`src/shared/cbs_pkg.sv`:
```
// Constants and types for the bank select and interrupt status block
package cbs_pkg;
    // ------------------------------------------------------------
    // Interrupt nesting levels
    // ------------------------------------------------------------
    localparam logic [1:0] LVL_NORMAL = 2'h0;
    localparam logic [1:0] LVL_ONE    = 2'h1;
    localparam logic [1:0] LVL_TWO    = 2'h2;
    // ------------------------------------------------------------
    // Field positions
    // ------------------------------------------------------------
    localparam int VEC_MEM_BIT  = 7;
    localparam int VEC_REG_BIT  = 6;
    localparam int PSW_LVL_HI   = 3;
    localparam int PSW_LVL_LO   = 2;
    localparam int PSW_MEM_BIT  = 1;
    localparam int PSW_REG_BIT  = 0;
    // ------------------------------------------------------------
    // Reset values and bank limits
    // ------------------------------------------------------------
    localparam logic [3:0] MBS_RESET    = 4'h0;
    localparam logic [3:0] RBS_RESET    = 4'h0;
    localparam logic [3:0] MBANK_TOP    = 4'h3;
    localparam logic [3:0] MBANK_IO     = 4'hf;
    localparam logic [1:0] RBANK_ZERO   = 2'h0;
    localparam logic [1:0] UPPER_ZERO   = 2'h0;
    // ------------------------------------------------------------
    // Sequencer states
    // ------------------------------------------------------------
    typedef enum logic [1:0] {
        ST_BOOT = 2'b01,
        ST_RUN  = 2'b10
    } cbs_state_t;
endpackage : cbs_pkg

```
`src/verilog/cbs_bank_status.sv`:
```
// Processor status bits and bank selectors of the 4-bit core
`timescale 1ns/10ps

// Summary of operation
// - Two-bit nesting level; 00 is normal run, any interrupt accepted.
// - Level 01: only higher-priority requests accepted.
// - Level 10: no interrupt requests accepted.
// - Accepting an interrupt pushes the level, then raises it one step, stopping at 10.
// - Return from interrupt restores the level held before the interrupt.
// - Software may read and write the level by memory instructions.
// - Memory expansion set: bank selector supplies upper address nibble.
// - Memory expansion clear: fixed space, bank selector ignored.
// - Reset loads memory expansion from bit 7 of program word 0.
// - Vectored interrupt loads memory expansion from vector entry bit 7.
// - Register expansion set: register bank selector picks bank 0 to 3.
// - Register expansion clear: bank 0 always active.
// - Reset loads register expansion from bit 6 of program word 0.
// - Vectored interrupt loads register expansion from vector entry bit 6.
// - Memory bank selector is 4 bits, accepting only banks 0-3 and 15.
// - Memory bank selector loads by its select instruction or by a bank pop.
// - Register bank selector loads 0 to 3; upper two bits read 0.
// - Reset clears memory bank selector.
// - Reset clears register bank selector.
// - Combined bank byte pushes as one 8-bit transfer; a pop loads bits 5:4 and, only if that bank is accepted, bits 3:0.
// - Interrupt saves all status bits; return restores them together.
// - Effective bank is register expansion ANDed with selector.
module cbs_bank_status #(
    parameter int ADDR_W = 12
) (
    // Clock and reset
    input  wire logic              clk,
    input  wire logic              reset_n,
    // Reset vector word
    input  wire logic [7:0]        boot_word,
    input  wire logic              boot_valid,
    // Interrupt accept and return
    input  wire logic              int_accept,
    input  wire logic [7:0]        vector_word,
    input  wire logic              return_from_interrupt_instr_exec,
    input  wire logic [3:0]        psw_restore,
    // Memory manipulation of the status nibble
    input  wire logic              psw_wr,
    input  wire logic [3:0]        psw_wdata,
    // Bank select instructions
    input  wire logic              sel_mbank,
    input  wire logic              sel_rbank,
    input  wire logic [3:0]        sel_operand,
    input  wire logic              pop_bank,
    input  wire logic [7:0]        pop_data,
    // Data address formation
    input  wire logic [ADDR_W-1:0] addr_in,
    // Status outputs
    output logic [3:0]             psw_nibble,
    output logic [3:0]             psw_push,
    output logic [7:0]             combined_bank_selector,
    output logic [1:0]             effective_reg_bank,
    output logic [ADDR_W-1:0]      data_addr,
    output logic                   accept_any,
    output logic                   accept_high_only,
    output logic                   ready
);

    // ------------------------------------------------------------
    // State
    // ------------------------------------------------------------
    cbs_pkg::cbs_state_t state_q, state_d;
    logic [1:0]        int_level_q, int_level_d;
    logic              mem_expand_flag_q, mem_expand_flag_d;
    logic              reg_expand_flag_q, reg_expand_flag_d;
    logic [3:0]        memory_bank_selector_q, memory_bank_selector_d;
    logic [3:0]        register_bank_selector_q, register_bank_selector_d;
    logic [3:0]        psw_nibble_q, psw_nibble_d;
    logic [3:0]        psw_push_q, psw_push_d;
    logic [7:0]        cbs_q, cbs_d;
    logic [1:0]        erb_q, erb_d;
    logic [ADDR_W-1:0] daddr_q, daddr_d;
    logic              any_q, any_d;
    logic              high_q, high_d;
    logic              ready_q, ready_d;

    logic int_level_hi;
    logic int_level_lo;

    function automatic logic mbank_ok(input logic [3:0] n);
        mbank_ok = (n <= cbs_pkg::MBANK_TOP) || (n == cbs_pkg::MBANK_IO);
    endfunction : mbank_ok

    // ------------------------------------------------------------
    // Boot sequencer
    // ------------------------------------------------------------
    always_comb begin
        state_d = state_q;
        case (state_q)
            cbs_pkg::ST_BOOT: begin
                if (boot_valid) begin
                    state_d = cbs_pkg::ST_RUN;
                end
            end
            cbs_pkg::ST_RUN: begin
                state_d = cbs_pkg::ST_RUN;
            end
            default: begin
                state_d = cbs_pkg::ST_BOOT;
            end
        endcase
    end

    always_ff @(posedge clk or negedge reset_n) begin
        if (!reset_n) begin
            state_q <= cbs_pkg::ST_BOOT;
        end else begin
            state_q <= state_d;
        end
    end

    // ------------------------------------------------------------
    // Interrupt nesting level
    // ------------------------------------------------------------
    always_comb begin
        int_level_d = int_level_q;
        if (state_q == cbs_pkg::ST_RUN) begin
            if (int_accept) begin
                // Level 10 is the ceiling; a software-written 11 stays as it is
                if (int_level_q < cbs_pkg::LVL_TWO) begin
                    int_level_d = int_level_q + cbs_pkg::LVL_ONE;
                end
            end else if (return_from_interrupt_instr_exec) begin
                int_level_d = {psw_restore[cbs_pkg::PSW_LVL_HI],
                               psw_restore[cbs_pkg::PSW_LVL_LO]};
            end else if (psw_wr) begin
                int_level_d = {psw_wdata[cbs_pkg::PSW_LVL_HI],
                               psw_wdata[cbs_pkg::PSW_LVL_LO]};
            end
        end
    end

    always_ff @(posedge clk or negedge reset_n) begin
        if (!reset_n) begin
            int_level_q <= cbs_pkg::LVL_NORMAL;
        end else begin
            int_level_q <= int_level_d;
        end
    end

    // ------------------------------------------------------------
    // Memory and register expansion flags
    // ------------------------------------------------------------
    always_comb begin
        mem_expand_flag_d = mem_expand_flag_q;
        reg_expand_flag_d = reg_expand_flag_q;
        if (state_q != cbs_pkg::ST_RUN) begin
            if (boot_valid) begin
                mem_expand_flag_d = boot_word[cbs_pkg::VEC_MEM_BIT];
                reg_expand_flag_d = boot_word[cbs_pkg::VEC_REG_BIT];
            end
        end else if (int_accept) begin
            mem_expand_flag_d = vector_word[cbs_pkg::VEC_MEM_BIT];
            reg_expand_flag_d = vector_word[cbs_pkg::VEC_REG_BIT];
        end else if (return_from_interrupt_instr_exec) begin
            mem_expand_flag_d = psw_restore[cbs_pkg::PSW_MEM_BIT];
            reg_expand_flag_d = psw_restore[cbs_pkg::PSW_REG_BIT];
        end else if (psw_wr) begin
            mem_expand_flag_d = psw_wdata[cbs_pkg::PSW_MEM_BIT];
            reg_expand_flag_d = psw_wdata[cbs_pkg::PSW_REG_BIT];
        end
    end

    always_ff @(posedge clk or negedge reset_n) begin
        if (!reset_n) begin
            mem_expand_flag_q <= 1'b0;
            reg_expand_flag_q <= 1'b0;
        end else begin
            mem_expand_flag_q <= mem_expand_flag_d;
            reg_expand_flag_q <= reg_expand_flag_d;
        end
    end

    // ------------------------------------------------------------
    // Status snapshot for the stack
    // ------------------------------------------------------------
    always_comb begin
        psw_push_d = psw_push_q;
        if ((state_q == cbs_pkg::ST_RUN) && int_accept) begin
            psw_push_d = psw_nibble_q;
        end
    end

    always_ff @(posedge clk or negedge reset_n) begin
        if (!reset_n) begin
            psw_push_q <= 4'h0;
        end else begin
            psw_push_q <= psw_push_d;
        end
    end

    // ------------------------------------------------------------
    // Bank selectors
    // ------------------------------------------------------------
    always_comb begin
        memory_bank_selector_d   = memory_bank_selector_q;
        register_bank_selector_d = register_bank_selector_q;
        if (state_q == cbs_pkg::ST_RUN) begin
            // A refused select operand still outranks a pop in the same cycle
            if (sel_mbank) begin
                if (mbank_ok(sel_operand)) begin
                    memory_bank_selector_d = sel_operand;
                end
            end else if (pop_bank && mbank_ok(pop_data[3:0])) begin
                memory_bank_selector_d = pop_data[3:0];
            end
            if (sel_rbank) begin
                register_bank_selector_d = {cbs_pkg::UPPER_ZERO,
                                            sel_operand[1:0]};
            end else if (pop_bank) begin
                register_bank_selector_d = {cbs_pkg::UPPER_ZERO,
                                            pop_data[5:4]};
            end
        end
    end

    always_ff @(posedge clk or negedge reset_n) begin
        if (!reset_n) begin
            memory_bank_selector_q   <= cbs_pkg::MBS_RESET;
            register_bank_selector_q <= cbs_pkg::RBS_RESET;
        end else begin
            memory_bank_selector_q   <= memory_bank_selector_d;
            register_bank_selector_q <= register_bank_selector_d;
        end
    end

    assign int_level_hi = int_level_d[1];
    assign int_level_lo = int_level_d[0];

    // ------------------------------------------------------------
    // Status and acceptance outputs
    // ------------------------------------------------------------
    always_comb begin
        psw_nibble_d = {int_level_hi, int_level_lo, mem_expand_flag_d, reg_expand_flag_d};
        any_d        = (int_level_d == cbs_pkg::LVL_NORMAL);
        high_d       = (int_level_d == cbs_pkg::LVL_ONE);
    end

    always_ff @(posedge clk or negedge reset_n) begin
        if (!reset_n) begin
            psw_nibble_q <= 4'h0;
            any_q        <= 1'b0;
            high_q       <= 1'b0;
        end else begin
            psw_nibble_q <= psw_nibble_d;
            any_q        <= any_d;
            high_q       <= high_d;
        end
    end

    // ------------------------------------------------------------
    // Bank and address outputs
    // ------------------------------------------------------------
    always_comb begin
        cbs_d = {register_bank_selector_d, memory_bank_selector_d};
        if (reg_expand_flag_d) begin
            erb_d = register_bank_selector_d[1:0];
        end else begin
            erb_d = cbs_pkg::RBANK_ZERO;
        end
        if (mem_expand_flag_d) begin
            daddr_d = {memory_bank_selector_d, addr_in[ADDR_W-5:0]};
        end else begin
            daddr_d = addr_in;
        end
    end

    always_ff @(posedge clk or negedge reset_n) begin
        if (!reset_n) begin
            cbs_q   <= 8'h00;
            erb_q   <= cbs_pkg::RBANK_ZERO;
            daddr_q <= '0;
        end else begin
            cbs_q   <= cbs_d;
            erb_q   <= erb_d;
            daddr_q <= daddr_d;
        end
    end

    // ------------------------------------------------------------
    // Ready flag
    // ------------------------------------------------------------
    always_comb begin
        ready_d = (state_d == cbs_pkg::ST_RUN);
    end

    always_ff @(posedge clk or negedge reset_n) begin
        if (!reset_n) begin
            ready_q <= 1'b0;
        end else begin
            ready_q <= ready_d;
        end
    end

    assign psw_nibble             = psw_nibble_q;
    assign psw_push               = psw_push_q;
    assign combined_bank_selector = cbs_q;
    assign effective_reg_bank     = erb_q;
    assign data_addr              = daddr_q;
    assign accept_any             = any_q;
    assign accept_high_only       = high_q;
    assign ready                  = ready_q;

endmodule : cbs_bank_status

```
`config.mk`:
```
export PLATFORM = sky130hd
export DESIGN_NAME = cbs_bank_status
export DESIGN_NICKNAME = d
export VERILOG_FILES = /design/src/shared/cbs_pkg.sv /design/src/verilog/cbs_bank_status.sv
export SDC_FILE = /design/constraint.sdc
export NUM_CORES = 1
export LEC_CHECK = 0
export CAP_MARGIN = 10
export CORE_UTILIZATION = 55
export DETAILED_ROUTE_END_ITERATION = 8
export DONT_BUFFER_PORTS = 1
export PLACE_DENSITY = 0.7
export SLEW_MARGIN = 15
export SYNTH_ARGS = -nofsm -noshare
export SYNTH_HDL_FRONTEND = slang
export SYNTH_SLANG_ARGS = --single-unit
```
`constraint.sdc`:
```
create_clock -name clk -period 5.3 [get_ports clk]
set_clock_uncertainty 0.1 [all_clocks]
set_input_delay 0.53 -clock clk [delete_from_list [all_inputs] [get_ports clk]]
set_output_delay 0.53 -clock clk [all_outputs]
set_load 0.1 [all_outputs]
```
Word level (Yosys, flattened, before mapping)

Index checks and enable logic that the tools add are counted.

Flip-flop bits (word level): 47
Input port bits: 57
Output and inout port bits: 33
Logic and storage cells: 56

$add $sub $neg: 1
Order comparisons: 3
Eq/ne operators: 7
Muxes and demuxes: 26
Reductions and logical operators: 5

Operators with widths:

| cell                                                                  | number |
|---|---|
| 4-bit 2-to-1 mux                                                      | 7 |
| 2-bit 2-to-1 mux                                                      | 7 |
| 12-bit 2-to-1 mux                                                     | 1 |
| 1-bit 2-to-1 mux                                                      | 10 |
| 4-bit == test, second input constant                                  | 2 |
| 4-bit by 2-bit <= comparator with 1-bit output, second input constant | 2 |
| 2-bit by 1-bit == test with 1-bit output, second input constant       | 2 |
| 2-bit == test, second input constant                                  | 2 |
| 2-bit case mux with 2 select lines                                    | 1 |
| 2-bit by 1-bit adder with 2-bit output, second input constant         | 1 |
| 1-bit logical AND                                                     | 2 |
| 2-bit logical NOT                                                     | 1 |
| 1-bit logical OR                                                      | 2 |
| 2-bit less-than comparator, second input constant                     | 1 |
| 2-bit inequality test, second input constant                          | 1 |

Longest topological paths before layout

Word-level depth: 7
Mapped depth: 7
Mapped depth without buffers: 6

Worst setup path before layout

OpenSTA, ideal clock, no wires.

Kind: register -> register
Start point: register psw_nibble[2] (netlist name)
End point: register high_q, in the netlist accept_high_only
Setup time: 0.073 ns
Data arrival time: 1.914 ns
Required time: 5.127 ns
Slack: 3.214 ns
Cell stages (with the launch flop): 6
Path buffers: 0
Clock period less this slack: 2.086 ns
Path through: dfrtp_1 inv_1 ha_1 o21ai_0 a2bb2oi_2 nor2b_1

RTL lines:

| item                 | line                   | text |
|---|---|---|
| to (signal assigned) | cbs_bank_status.sv:251 | `high_q <= high_d;` |
| to (decl)            | cbs_bank_status.sv:78  | `logic high_q, high_d;` |

==> impl_metrics.yaml <==
yosys:
  yosys.cell_types.count: 35
  synth-edff-count: 0
  synthCells: 128
  ys.flop_type: "dfrtp_1"
  syn_area_um2: 1510
  yosys_register_bits: 33
  yosysTopAreaCellShare: 0.531
  seq_area_frac_synth: 0.549
  postSynthAreaPerCell_um2: 11.8
  synth_top_cell_by_area: "dfrtp_1"
  synthArstFlopShare: 1.00
  ys_warn_count: 0
  netlist_top_cells_area: "dfrtp_1 (53%), mux2i_1 (5.3%), nor2b_1 (3.3%)"
sta:
  setup_viol_count_final: 0
  fmax_mhz: 444
  finalSetupTns_ns: 0
  hold_viol: 0
  setup_slack_ns: 3.05
  period_needed_ns: 2.25
  relSlewSlack: 0.329
  final.period_utilization: 0.425
  slew_violations: 0
  rsz0062_at_grt: "no"
  worstMarginPinSlew_ns: 1.01
critical_path:
  path_class: "reg -> reg"
  arrival_ns: 2.38
  endpoint_kind: "register"
  cp_max_fo: 3
  cp.required_ns: 5.42
  start_kind: "register"
die:
  start_util: 0.598
  core_area_um2: 2520
  dieArea_um2: 2950
  die_y_um: 54.4
  num_io_pins: 90
  die-width_um: 54.4
  row_count: 18
placed_design:
  hpwlAfterDp_um: 2180
  place_area_um2: 1500
  pre_cts_ws_ns: 3.07
  gp_congestion: 0.799
  io_buffers: 0
cts:
  cts_tree: "yes"
  htree_levels: 2
  clk_pin_slew_ns: 0.10
  cts_buffer_depth: 2
  numClockSinks: 33
  numCtsBuffers: 5
  clockRootBuffer: "clkbuf_4"
  worstSkewPairLatency_ns: 0.33
  cts_setup_buffers: 0
status:
  status: "completed"
global_routing:
  grt_max_degree: 34
  grt_first_pass_wirelength_um: 4120
  overflow: 0
  first_global_vias: 952
  grt_antenna_before_repair: 0
  grt_use_total: 0.209
final_layout:
  n_fill_cell: 187
  seqCellArea_um2: 827
  nets: 191
  multi_input_comb_area_um2: 592
  drive_above_1_share: 0.129
  syn_to_final_growth_pct: 7.22
  diodes: 0
  final_cell_area_um2: 1620
detailed_routing:
  drtAntennaViolNets: 0
  vias_per_cell: 6.06
  dr.pass1.iters: 4
  drc: 0
  routedWlPerCell_um: 17.6
  vias: 982
  drtIter0Drc: 5
  wl_um: 2850
min_path:
  timing.hold.worst.class: "in -> reg"
flow_run:
  drv_cap: 0
[per-layer routing]
metal  global-route usage  vias up  wire, um
met3                0.106        8       306
met1                0.236      465      1090
met4               0.0983        0        68
met2                0.329       55      1380
li1                     -      454         -
met5                    0        -         0
[synth_stat cells (all sizes together), types with 2 or more instances]
library cell  number
buf                6
o21ai             10
dfrtp             32
a2bb2oi            2
o22ai              2
nand2              9
nand4              2
nor2               3
o21a               3
a211oi             3
inv               11
nor2b              8
mux2i              8
ha                 3
a22o               4
nor4               2
mux2               6
a221oi             2
[cell usage in the layout (no fill, tap or decap)]
master	n
buf_12	1
a2bb2oi_2	1
nand4_1	2
nand3_1	1
mux2i_1	8
ha_1	3
o22ai_1	2
conb_1	2
nor2b_1	8
o21ai_0	8
a211oi_1	3
a221oi_2	2
a31oi_4	1
o21ai_1	2
nor4b_1	1
mux2_1	3
clkbuf_4	5
o211a_1	1
inv_1	11
bufinv_16	1
nor3b_1	1
nor2_1	3
a22o_1	4
a21o_1	1
dlygate4sd3_1	1
nor4_1	2
mux2_2	3
clkinvlp_4	1
a2bb2oi_1	1
nand2_1	9
o21a_1	3
dfstp_2	1
o21ba_1	1
clkbuf_8	1
nand3b_1	1
a21oi_1	1
dfrtp_1	32
[through the flow]
stage,util,cells,hold WS [ns]
global route,0.641,162,0.0927
detailed placement,0.594,152,0.135
floorplan,-,129,0.134
global placement,0.594,152,0.135
finish,0.641,162,0.120
CTS,0.641,162,0.0986
[cell type report]
class	instances	share of cell area
clock buffers	6	0.0317
clock inverters	2	0.0232
inverters	11	0.0255
multi-input cells	78	0.366
flip-flops and latches	33	0.512
well taps	30	0.0232
repair buffers	2	0.0186
[what timing repair did]
item,4_1_cts,5_1_grt
hold endpoints to repair,33,0
hold buffers,2,0
resized for setup,0,0
[critical path: stages, from the launching register on]
cell and delay [ns]:
dfrtp_1 0.97, inv_1 0.22, ha_1 0.25, o21ai_0 0.20
a2bb2oi_1 0.31, nor2_1 0.09
[registers in the layout (all words and copies together) (netlist names)]
| signal | cells |
|---|---|
| combined_bank_selector | 6 |
| int_level_q | 1 |
| ready | 1 |
| accept_any | 1 |
| accept_high_only | 1 |
| psw_nibble | 3 |
| data_addr | 12 |
| psw_push | 4 |
| effective_reg_bank | 2 |
| state_q | 2 |
[worst paths after layout]
path                                from            to  slack, ns  cells after the start
max                        psw_nibble[2]    accept_any       3.05                      5
min                           addr_in[2]  data_addr[2]       0.12                      0
max reg2reg                psw_nibble[2]    accept_any       3.05                      5
min reg2reg                   state_q[0]    state_q[0]       0.45                      2
max in group asynchronous        reset_n    state_q[0]       4.32                      2
min in group asynchronous        reset_n  data_addr[9]       0.52                      2
[logic make-up (layout without fill, tap and decap cells)]
group,after synthesis,count (layout),synth area share
compound gates,31,31,0.166
fa+ha+maj,3,3,0.0249
buf+inv,18,21,0.0614
flops,33,33,0.549
mux,14,14,0.0979
other cells,1,2,0.00249
simple gates,28,28,0.0988
Power is not shown: default switching activity piles up to over one toggle a cycle in this logic, so the estimate is an artifact.
